===== config.mk =====
export PLATFORM = sky130hd
export DESIGN_NAME = otpb_bit_program
export DESIGN_NICKNAME = d
export VERILOG_FILES = /design/src/hw/otpb_pkg.sv /design/src/hw/otpb_bit_program.sv
export SDC_FILE = /design/constraint.sdc
export NUM_CORES = 1
export LEC_CHECK = 0
export BUFFER_PORTS_ARGS = -buffer_cell sky130_fd_sc_hd__buf_2
export CAP_MARGIN = 0
export CORE_AREA = 2 2 124 126
export CTS_CLUSTER_SIZE = 8
export DETAILED_ROUTE_END_ITERATION = 8
export DIE_AREA = 0 0 126 128
export PLACE_DENSITY = 0.76
export SLEW_MARGIN = 10
export SYNTH_ARGS = -nofsm -noshare
export SYNTH_HDL_FRONTEND = slang
export SYNTH_SLANG_ARGS = --single-unit
export TNS_END_PERCENT = 20

===== constraint.sdc =====
create_clock -name core_clk -period 2.7 [get_ports core_clk]
set_clock_uncertainty 0.05 [all_clocks]
set_input_delay 0 -clock core_clk [delete_from_list [all_inputs] [get_ports core_clk]]
set_output_delay 0 -clock core_clk [all_outputs]
set_load 0.02 [all_outputs]

===== src/hw/otpb_pkg.sv =====
/*
 * Shared constants and carrier types of the bit-programming and status
 * block of the one-time-programmable memory controller.
 * Assumes a 25 MHz core clock and a 32-bit AXI4-Lite register bus.
 */
`default_nettype none

package otpb_pkg;

    // ------------------------------------------------------------------
    // Register map and fields
    // ------------------------------------------------------------------
    localparam logic [31:0] MODE_ADDR = 32'h4000_8000;
    localparam logic [31:0] PCTRL_ADDR = 32'h4000_8004;
    localparam logic [31:0] STAT_ADDR = 32'h4000_8008;
    localparam logic [31:0] PCTRL_MASK = 32'h0FFF_1FFF;
    localparam logic [31:0] MODE_MASK = 32'h0000_0007;
    localparam logic [31:0] PCTRL_RESET = 32'h0000_0000;
    localparam int ENU_BIT = 27;
    localparam int BITU_BIT = 26;
    localparam int ENL_BIT = 25;
    localparam int BITL_BIT = 24;
    localparam int BSELU_BIT = 23;
    localparam int BADRU_LSB = 20;
    localparam int BSELL_BIT = 19;
    localparam int BADRL_LSB = 16;
    localparam int WADDR_LSB = 0;
    localparam int UPPER_HI_LSB = 24;
    localparam int LOWER_HI_LSB = 16;
    localparam int UPPER_LO_LSB = 8;
    localparam int LOWER_LO_LSB = 0;
    localparam logic [1:0] RESP_OKAY = 2'h0;
    localparam logic [1:0] RESP_SLVERR = 2'h2;

    // ------------------------------------------------------------------
    // Timing
    // ------------------------------------------------------------------
    localparam int CLK_PERIOD_NS = 40;
    localparam int PROG_TIME_NS = 1000;
    localparam int PROG_CYCLES =
        (PROG_TIME_NS + CLK_PERIOD_NS - 1) / CLK_PERIOD_NS;

    // ------------------------------------------------------------------
    // Enumerations
    // ------------------------------------------------------------------
    typedef enum logic [2:0] {
        MODE_STANDBY = 3'h0, MODE_MAN_READ = 3'h1, MODE_MAN_PROG = 3'h2,
        MODE_AUTO_READ = 3'h3, MODE_AUTO_PROG = 3'h4,
        MODE_BLANK_TEST = 3'h5, MODE_DECODE_TEST = 3'h6,
        MODE_WRITE_TEST = 3'h7
    } otpb_mode_type;

    typedef enum logic [1:0] {
        PH_IDLE = 2'h0, PH_PULSE = 2'h1, PH_VERIFY = 2'h2
    } otpb_phase_type;

    // ------------------------------------------------------------------
    // Carriers
    // ------------------------------------------------------------------
    typedef struct packed {
        logic awvalid; logic [31:0] awaddr;
        logic wvalid; logic [31:0] wdata; logic [3:0] wstrb;
        logic bready;
        logic arvalid; logic [31:0] araddr;
        logic rready;
    } otpb_axi_req_type;

    typedef struct packed {
        logic awready; logic wready;
        logic bvalid; logic [1:0] bresp;
        logic arready;
        logic rvalid; logic [31:0] rdata; logic [1:0] rresp;
    } otpb_axi_rsp_type;

    typedef struct packed {
        logic strobe;
        logic [12:0] wordAddr;
        logic upperEnable; logic upperBitValue; logic [4:0] upperWordBit;
        logic lowerEnable; logic lowerBitValue; logic [4:0] lowerWordBit;
    } otpb_macro_cmd_type;

    typedef struct packed {
        logic [3:0] fifoWordCount;
        logic [12:0] wordsRemaining;
        logic autoBusy;
        logic autoProgStep;
        logic autoProgErrU;
        logic autoProgErrL;
        logic testBusy;
        logic testErrU;
        logic testErrL;
    } otpb_ctrl_in_type;

endpackage

`default_nettype wire

===== src/hw/otpb_bit_program.sv =====
/*
 * Bit-programming control and status of the one-time-programmable memory
 * controller, with its AXI4-Lite register slave.
 * Assumes the automatic sequencer, FIFO and macrocell banks run on
 * core_clk, so their signals enter without synchronisers.
 */
// Design decision made here: register access over AXI4-Lite.
`default_nettype none

// Notes on behaviour
// - Lower bank programmed only when its enable set
// - Lower bit value is lower bank target
// - Upper byte select picks U1 or U0
// - Upper bit index picks bit in byte
// - Lower byte select picks L1 or L0
// - Lower bit index picks bit in byte
// - Word address locates the 32-bit word
// - Word byte order is U1 L1 U0 L0
// - Status reports words remaining, reset zero; here passed straight from ctrlIn.wordsRemaining, not cleared by nrst
// - Per-bank test error flags in status
// - Per-bank programming error flags in status
// - Status reports FIFO word count
// - Auto ready low while automatic mode busy
// - Test error flag valid once test ready
// - Test ready low while test runs
// - Programming error flag set when programming fails
// - Program ready low during programming step
// - Mode field encodes standby through write test
// - Upper bank enable and upper bit value
module otpb_bit_program #(
    parameter int PROG_CYC = otpb_pkg::PROG_CYCLES
) (
    input wire logic core_clk,
    input wire logic nrst,
    input wire otpb_pkg::otpb_axi_req_type axiReq,
    output var otpb_pkg::otpb_axi_rsp_type axiRsp,
    input wire otpb_pkg::otpb_ctrl_in_type ctrlIn,
    input wire logic macroUpperFail,
    input wire logic macroLowerFail,
    output var otpb_pkg::otpb_macro_cmd_type macroCmd,
    output var logic [2:0] modeSel
);

    // ------------------------------------------------------------------
    // Elaboration checks
    // ------------------------------------------------------------------
    if (PROG_CYC < 1 || PROG_CYC > 65535) begin : gBadCyc
        $error("PROG_CYC must lie between 1 and 65535");
    end
    // A base above 24 pushes a bit index past 31
    if (otpb_pkg::UPPER_HI_LSB > 24 ||
        otpb_pkg::LOWER_HI_LSB > 24) begin : gBadLane
        $error("Byte base leaves no room for the index");
    end
    if (|(otpb_pkg::PCTRL_RESET & ~otpb_pkg::PCTRL_MASK)) begin : gBadRst
        $error("Control reset value sets reserved bits");
    end

    // ------------------------------------------------------------------
    // State
    // ------------------------------------------------------------------
    // Whole state, registered in one always_ff
    typedef struct packed {
        otpb_pkg::otpb_axi_rsp_type rsp;
        logic awPend;
        logic [31:0] awAddr;
        logic wPend;
        logic [31:0] wData;
        logic [3:0] wStrb;
        logic [31:0] pctrl;
        otpb_pkg::otpb_mode_type mode;
        otpb_pkg::otpb_phase_type phase;
        logic [15:0] cnt;
        logic progErrU;
        logic progErrL;
        otpb_pkg::otpb_macro_cmd_type cmd;
    } otpb_state_type;

    // Registered state and its next value
    otpb_state_type cur_ff;
    otpb_state_type nxt_cur;
    logic [31:0] statusWord;
    logic [31:0] newPctrl;
    logic [31:0] newMode;
    logic autoMode;
    logic testMode;
    logic errU;
    logic errL;

    localparam logic [15:0] PULSE_LAST = 16'(PROG_CYC - 1);

    // ------------------------------------------------------------------
    // Functions
    // ------------------------------------------------------------------
    // Byte-lane merge of a bus write into a stored word
    function automatic logic [31:0] mergeBytes(
        input logic [31:0] old,
        input logic [31:0] data,
        input logic [3:0] strb,
        input logic [31:0] mask
    );
        logic [31:0] res;
        res = old;
        for (int i = 0; i < 4; i++) begin
            if (strb[i]) begin
                res[i*8 +: 8] = data[i*8 +: 8];
            end
        end
        return res & mask;
    endfunction

    // Position of a bank byte bit in the 32-bit word {U1,L1,U0,L0}
    function automatic logic [4:0] wordBit(
        input logic upper,
        input logic byteSel,
        input logic [2:0] idx
    );
        logic [4:0] base;
        if (upper) begin
            base = byteSel ? 5'(otpb_pkg::UPPER_HI_LSB)
                           : 5'(otpb_pkg::UPPER_LO_LSB);
        end else begin
            base = byteSel ? 5'(otpb_pkg::LOWER_HI_LSB)
                           : 5'(otpb_pkg::LOWER_LO_LSB);
        end
        return base + {2'h0, idx};
    endfunction

    // Step logic is idle: no pulse, no verify
    function automatic logic stepIdle(input otpb_pkg::otpb_phase_type ph);
        return ph == otpb_pkg::PH_IDLE;
    endfunction

    // Automatic program mode owns errors and ready
    function automatic logic autoProg(input otpb_pkg::otpb_mode_type md);
        return md == otpb_pkg::MODE_AUTO_PROG;
    endfunction

    // ------------------------------------------------------------------
    // Status word
    // ------------------------------------------------------------------
    // Automatic and test sequencers report through ctrlIn; in automatic
    // program mode the automatic program error flags replace the manual ones.
    always_comb begin
        autoMode = (cur_ff.mode == otpb_pkg::MODE_AUTO_READ) ||
                   (cur_ff.mode == otpb_pkg::MODE_AUTO_PROG);
        testMode = (cur_ff.mode == otpb_pkg::MODE_BLANK_TEST) ||
                   (cur_ff.mode == otpb_pkg::MODE_DECODE_TEST) ||
                   (cur_ff.mode == otpb_pkg::MODE_WRITE_TEST);
        if (autoProg(cur_ff.mode)) begin
            errU = ctrlIn.autoProgErrU;
            errL = ctrlIn.autoProgErrL;
        end else begin
            errU = cur_ff.progErrU;
            errL = cur_ff.progErrL;
        end
        // Reserved bits 31:29 and 7:5 read zero
        statusWord = 32'h0000_0000;
        statusWord[28:16] = ctrlIn.wordsRemaining;
        statusWord[15] = ctrlIn.testErrU;
        statusWord[14] = ctrlIn.testErrL;
        statusWord[13] = errU;
        statusWord[12] = errL;
        statusWord[11:8] = ctrlIn.fifoWordCount;
        statusWord[4] = ~(autoMode & ctrlIn.autoBusy);
        // Error only meaningful after test ready returns high
        statusWord[3] = ctrlIn.testErrU | ctrlIn.testErrL;
        statusWord[2] = ~(testMode & ctrlIn.testBusy);
        statusWord[1] = errU | errL;
        // Program ready follows the automatic steps too, so it may toggle
        statusWord[0] = stepIdle(cur_ff.phase) &&
            !(autoProg(cur_ff.mode) &&
              ctrlIn.autoProgStep);
    end

    // ------------------------------------------------------------------
    // Next state
    // ------------------------------------------------------------------
    always_comb begin
        nxt_cur = cur_ff;
        // Lane-merged candidates for both writable registers
        newPctrl = mergeBytes(cur_ff.pctrl, cur_ff.wData, cur_ff.wStrb,
                              otpb_pkg::PCTRL_MASK);
        newMode = mergeBytes({29'h0, cur_ff.mode}, cur_ff.wData,
                             cur_ff.wStrb, otpb_pkg::MODE_MASK);

        // Address and data are taken independently, in either order
        if (axiReq.awvalid && cur_ff.rsp.awready) begin
            nxt_cur.awPend = 1'b1;
            nxt_cur.awAddr = axiReq.awaddr;
        end
        if (axiReq.wvalid && cur_ff.rsp.wready) begin
            nxt_cur.wPend = 1'b1;
            nxt_cur.wData = axiReq.wdata;
            nxt_cur.wStrb = axiReq.wstrb;
        end
        // Response leaves on bready
        if (cur_ff.rsp.bvalid && axiReq.bready) begin
            nxt_cur.rsp.bvalid = 1'b0;
        end

        // Commit a write once both halves are held
        if (cur_ff.awPend && cur_ff.wPend && !cur_ff.rsp.bvalid) begin
            nxt_cur.awPend = 1'b0;
            nxt_cur.wPend = 1'b0;
            nxt_cur.rsp.bvalid = 1'b1;
            nxt_cur.rsp.bresp = otpb_pkg::RESP_OKAY;
            // Mode changes are not policed;
            // going via standby is up to software
            case (cur_ff.awAddr)
                otpb_pkg::MODE_ADDR: begin
                    nxt_cur.mode = otpb_pkg::otpb_mode_type'(newMode[2:0]);
                end
                otpb_pkg::PCTRL_ADDR: begin
                    // Held stable while a step runs so the banks never
                    // see their target change mid-pulse.
                    if (stepIdle(cur_ff.phase)) begin
                        nxt_cur.pctrl = newPctrl;
                        if (cur_ff.mode == otpb_pkg::MODE_MAN_PROG) begin
                            nxt_cur.phase = otpb_pkg::PH_PULSE;
                            nxt_cur.cnt = PULSE_LAST;
                            nxt_cur.progErrU = 1'b0;
                            nxt_cur.progErrL = 1'b0;
                            nxt_cur.cmd.strobe = 1'b1;
                            nxt_cur.cmd.wordAddr =
                                newPctrl[otpb_pkg::WADDR_LSB +: 13];
                            nxt_cur.cmd.upperEnable =
                                newPctrl[otpb_pkg::ENU_BIT];
                            nxt_cur.cmd.upperBitValue =
                                newPctrl[otpb_pkg::BITU_BIT];
                            nxt_cur.cmd.upperWordBit = wordBit(1'b1,
                                newPctrl[otpb_pkg::BSELU_BIT],
                                newPctrl[otpb_pkg::BADRU_LSB +: 3]);
                            nxt_cur.cmd.lowerEnable =
                                newPctrl[otpb_pkg::ENL_BIT];
                            nxt_cur.cmd.lowerBitValue =
                                newPctrl[otpb_pkg::BITL_BIT];
                            nxt_cur.cmd.lowerWordBit = wordBit(1'b0,
                                newPctrl[otpb_pkg::BSELL_BIT],
                                newPctrl[otpb_pkg::BADRL_LSB +: 3]);
                        end
                    end
                end
                otpb_pkg::STAT_ADDR: begin
                    nxt_cur.rsp.bresp = otpb_pkg::RESP_OKAY;
                end
                default: begin
                    nxt_cur.rsp.bresp = otpb_pkg::RESP_SLVERR;
                end
            endcase
        end

        // Read channel
        // Data is caught at acceptance and held,
        // so status fields never tear
        if (cur_ff.rsp.rvalid && axiReq.rready) begin
            nxt_cur.rsp.rvalid = 1'b0;
        end
        if (axiReq.arvalid && cur_ff.rsp.arready) begin
            nxt_cur.rsp.rvalid = 1'b1;
            nxt_cur.rsp.rresp = otpb_pkg::RESP_OKAY;
            case (axiReq.araddr)
                otpb_pkg::MODE_ADDR: begin
                    nxt_cur.rsp.rdata = {29'h0, cur_ff.mode};
                end
                otpb_pkg::PCTRL_ADDR: begin
                    nxt_cur.rsp.rdata = cur_ff.pctrl;
                end
                otpb_pkg::STAT_ADDR: begin
                    nxt_cur.rsp.rdata = statusWord;
                end
                default: begin
                    nxt_cur.rsp.rdata = 32'h0000_0000;
                    nxt_cur.rsp.rresp = otpb_pkg::RESP_SLVERR;
                end
            endcase
        end

        // Manual programming step: strobe for PROG_CYC cycles, then verify
        case (cur_ff.phase)
            otpb_pkg::PH_IDLE: begin
                // Wait for a commit above to start a step
            end
            otpb_pkg::PH_PULSE: begin
                // Counting down from PROG_CYC-1
                if (cur_ff.cnt == 16'h0000) begin
                    nxt_cur.phase = otpb_pkg::PH_VERIFY;
                    nxt_cur.cmd.strobe = 1'b0;
                end else begin
                    nxt_cur.cnt = cur_ff.cnt - 16'h0001;
                end
            end
            otpb_pkg::PH_VERIFY: begin
                // A disabled bank cannot be blamed for a failure
                nxt_cur.progErrU = macroUpperFail &
                                   cur_ff.cmd.upperEnable;
                nxt_cur.progErrL = macroLowerFail & cur_ff.cmd.lowerEnable;
                nxt_cur.phase = otpb_pkg::PH_IDLE;
            end
            default: begin
                nxt_cur.phase = otpb_pkg::PH_IDLE;
                nxt_cur.cmd.strobe = 1'b0;
            end
        endcase

        // One write and one read in flight at most
        // Taken from the next state so a slot is
        // never offered that cannot be taken
        nxt_cur.rsp.awready = ~nxt_cur.awPend & ~nxt_cur.rsp.bvalid;
        nxt_cur.rsp.wready = ~nxt_cur.wPend & ~nxt_cur.rsp.bvalid;
        nxt_cur.rsp.arready = ~nxt_cur.rsp.rvalid;
    end

    // ------------------------------------------------------------------
    // Registers
    // ------------------------------------------------------------------
    // Readies come up high, so the first
    // request after release is taken at once
    always_ff @(posedge core_clk) begin
        if (!nrst) begin
            cur_ff <= '0;
            cur_ff.pctrl <= otpb_pkg::PCTRL_RESET;
            cur_ff.mode <= otpb_pkg::MODE_STANDBY;
            cur_ff.phase <= otpb_pkg::PH_IDLE;
            cur_ff.rsp.awready <= 1'b1;
            cur_ff.rsp.wready <= 1'b1;
            cur_ff.rsp.arready <= 1'b1;
        end else begin
            cur_ff <= nxt_cur;
        end
    end

    // Outputs come straight from the state flops
    assign axiRsp = cur_ff.rsp;
    assign macroCmd = cur_ff.cmd;
    assign modeSel = cur_ff.mode;

endmodule

`default_nettype wire


==> summary.md <==
- **run status** completed
- **Boundary Pins** 205
- **maximum net fanout on the critical path** 2
- **initial DRC count** 496
- **detail-routed via count per cell** 5.38
- **unrepaired setup endpoints after global routing** no
- **power share of the combinational group** 9.8%
- **GP Congestion** 0.860
- **proportion of synthesized flip-flops having asynchronous set or reset** 0%
- **Internal Dissipation** 4.38 mW
- **Final Critical Period** 2.55 ns
- **combined area of all synthesized cells** 7740 um^2
- **cell depth of the worst flop-to-flop path** 6
- **number of nets with antenna violations after detailed routing** 0
- **post-CTS setup buffer count** 0
- **Synth Warn #** 0
- **Total Routed Length** 21200 um
- **aggregate global routing overflow** 0
- **number of different library cells in the post-synthesis netlist** 59
- **DR pass1 iterations** 5
- **H-tree level count** 4
- **Post-Place Cells** 1173
- **Area growth syn-to-layout** 28.2%
- **wire length of the first global-routing pass** 33800 um
- **count of placed standard cells in the final layout, fillers left out** 1302
- **Nets** 1235
- **initial antenna violation count** 1
- **CP Data Arrival Time** 2.81 ns
- **hold violation total from the final report** 0
- **flop-to-flop setup slack** 0.27 ns
- **setup TNS after final layout** 0 ns
- **Initial Utilization** 52.1%
- **number of endpoints failing setup at the final stage** 0
- **maximum vdd ir drop** 0.438 mV
- **Placement Rows** 45
- **switching fraction of total power** 23.7%
- **maximum root-to-sink buffer count** 2
- **count of flip-flops with a built-in enable after synthesis** 0
- **maximum number of pins on one net before global-route repair** 104
- **fraction of layout cells with a size suffix above 1** 25.0%
- **clock network latency to the later pin of the worst-skew pair** 0.43 ns
- **actual slew at the worst max-slew pin** 1.04 ns
- **IO Port Bufs** 191
- **TritonCTS clock tree** done
- **WL per Instance** 16.3 um
- **utilization after layout** 66.8%
- **Power Density** 578 nW/um^2
- **crit path setup slack, layout** 0.151 ns
- **Worst EP required** 2.96 ns
- **beginning of the worst hold path** ctrlIn[2]
- **area of the core** 14900 um^2
- **Pins Over Slew Limit** 0
- **register share of total power** 47.1%
- **number of clock sinks** 174
- **Reg2Reg Capture Point** macroCmd[21]$_SDFFE_PN0P_
- **final critical-path share of the clock period** 94.4%
- **via count of the first global-routing pass** 6849
- **Total Die Area** 16100 um^2
- **Synth Instances** 896
- **height of the die** 128 um
- **most instantiated flip-flop cell in the synthesis netlist** sky130_fd_sc_hd__dfxtp_1
- **Clock Root Buffer** sky130_fd_sc_hd__clkbuf_16
- **Die X-Extent** 126 um
- **kind of end point of the critical path** flip-flop
- **worst hold endpoint** axiRsp[4]$_SDFFE_PN0P_
- **average cell area after synthesis** 8.64 um^2
- **class of the tightest hold or removal check** input pin to flip-flop
- **routed vias** 7008
- **worst hold path cell count** 5
- **most frequent cells in the layout** sky130_fd_sc_hd__buf_2, sky130_fd_sc_hd__dfxtp_1, sky130_fd_sc_hd__nand2_1
- **clock buffers created by TritonCTS** 17
- **Global Route Usage Sum** 26.2%
- **category of the worst setup path launch point** input pin
- **clk slew on worst S/H paths** 0.07 ns
- **fill cell total of the finished layout** 1166
- **half-perimeter wire length after detailed placement** 13100 um
- **total net switching power** 1.36 mW
- **clock share of power** 43.2%
- **Setup WS pre-CTS** 0.353 ns
- **most frequent standard cell in the layout excluding fill and tap cells** sky130_fd_sc_hd__buf_2
- **CP Class** input pin to flip-flop
- **Seq/Total Area, Yosys** 45.0%
- **leakage component of the power** 4.23 nW
- **total of flip-flops plus latches after synthesis** 174
- **remaining routing DRC violations** 0
- **maximum operating frequency** 392 MHz
- **max capacitance violation total** 0
- **Slew headroom** 30.7%
- **Reg-to-Reg Start** cur_ff[148]$_SDFFE_PN0P_
## logic make-up after synthesis
group           count (synthesis)  share of synthesized area (%)
compound gates                186                           16.3
flops                         174                           45.0
buf+inv                       138                           10.6
simple gates                  336                           20.0
mux                            58                           7.55
xor+xnor                        2                          0.226
fa+ha+maj                       1                          0.162
other cells                     1                         0.0484
## worst max path at each step
stage / endpoint / slack [ns] / start / cells after the start
6_report: axiRsp[1]$_SDFFE_PN0P_ / 0.15 / axiReq[20] / 9
5_1_grt: axiRsp[1]$_SDFFE_PN0P_ / 0.04 / axiReq[20] / 9
4_1_cts: axiRsp[1]$_SDFFE_PN0P_ / 0.15 / axiReq[20] / 9
3_5_place_dp: cur_ff[41]$_SDFF_PN0_ / 0.35 / cur_ff[30]$_SDFF_PN0_ / 8
3_3_place_gp: cur_ff[33]$_SDFF_PN0_ / 0.41 / cur_ff[30]$_SDFF_PN0_ / 7
2_1_floorplan: cur_ff[33]$_SDFF_PN0_ / 0.56 / cur_ff[30]$_SDFF_PN0_ / 8
## metrics by stage
step	hold slack [ns]	instance area (um^2)	total power [mW]
final	0.0185	9930	5.74
after global routing	0.0832	9930	5.92
after CTS	0.00291	9920	5.73
after detailed placement	0.195	8360	3.19
after global placement	0.191	8360	3.18
after floorplan	0.0860	7760	3.02
## final cells by class
class                      instances  area [um^2]  share of cell area [%]
sequential                       174         3480                    35.1
multi-input combinational        589         3470                    34.9
timing repair buffer             306         2100                    21.1
clock buffer                      20          447                    4.50
tap                              188          235                    2.37
clock inverter                    11          141                    1.42
inverter                          13         51.3                   0.517
antenna                            1         2.50                  0.0252
## per-layer routing
metal	GRT usage (%)	vias to the layer above	routed length [um]	share of wire, %
met4	10.3	0	536	2.5
met3	5.84	48	1370	6.4
met1	32.5	3245	9070	43
li1	-	3443	-	-
met5	0	-	0	0
met2	44.4	272	10200	48
## state kept, by name, summed over array words and instances, names as in the netlist
name / count
axiRsp: 36
cur_ff: 108
modeSel: 3
macroCmd: 27
## what timing repair did
item,CTS,global route
endpoints found under the setup margin,0,1
gates resized for setup,0,1
hold buffers,97,0
hold endpoints to repair,100,0
## cell usage after synthesis, types with 8 or more instances
| cell | n | area share [%] |
|---|---|---|
| sky130_fd_sc_hd__buf_4 | 75 | 7.3 |
| sky130_fd_sc_hd__nor2_1 | 95 | 4.6 |
| sky130_fd_sc_hd__a211oi_1 | 9 | 0.87 |
| sky130_fd_sc_hd__a22oi_1 | 19 | 1.8 |
| sky130_fd_sc_hd__nand4_1 | 9 | 0.73 |
| sky130_fd_sc_hd__nor4_1 | 11 | 0.89 |
| sky130_fd_sc_hd__dfxtp_1 | 174 | 45 |
| sky130_fd_sc_hd__mux2i_1 | 55 | 7.1 |
| sky130_fd_sc_hd__nor3_1 | 8 | 0.52 |
| sky130_fd_sc_hd__a211oi_2 | 20 | 3.2 |
| sky130_fd_sc_hd__inv_1 | 12 | 0.58 |
| sky130_fd_sc_hd__a21oi_1 | 70 | 4.5 |
| sky130_fd_sc_hd__o21ai_0 | 33 | 2.1 |
| sky130_fd_sc_hd__clkbuf_1 | 39 | 1.9 |
| sky130_fd_sc_hd__nand2_1 | 163 | 7.9 |
## power by group through the flow
stage | Clock, mW | Combinational [mW] | Sequential, mW
final | 2.48 | 0.559 | 2.70
after CTS | 2.49 | 0.546 | 2.70
after global routing | 2.60 | 0.613 | 2.71
after floorplan | 0 | 0.289 | 2.73
after global placement | 0 | 0.434 | 2.75
after detailed placement | 0 | 0.439 | 2.75
## worst max-delay path: stages
cell and delay, ns:
sky130_fd_sc_hd__dlygate4sd3_1 0.53, sky130_fd_sc_hd__buf_2 0.12, sky130_fd_sc_hd__nor4b_2 0.25, sky130_fd_sc_hd__dlygate4sd3_1 0.57, sky130_fd_sc_hd__nand2_1 0.06, sky130_fd_sc_hd__dlygate4sd3_1 0.57, sky130_fd_sc_hd__nor2_1 0.07, sky130_fd_sc_hd__dlygate4sd3_1 0.55
sky130_fd_sc_hd__a31oi_1 0.07
(Power assumes the default switching activity.)
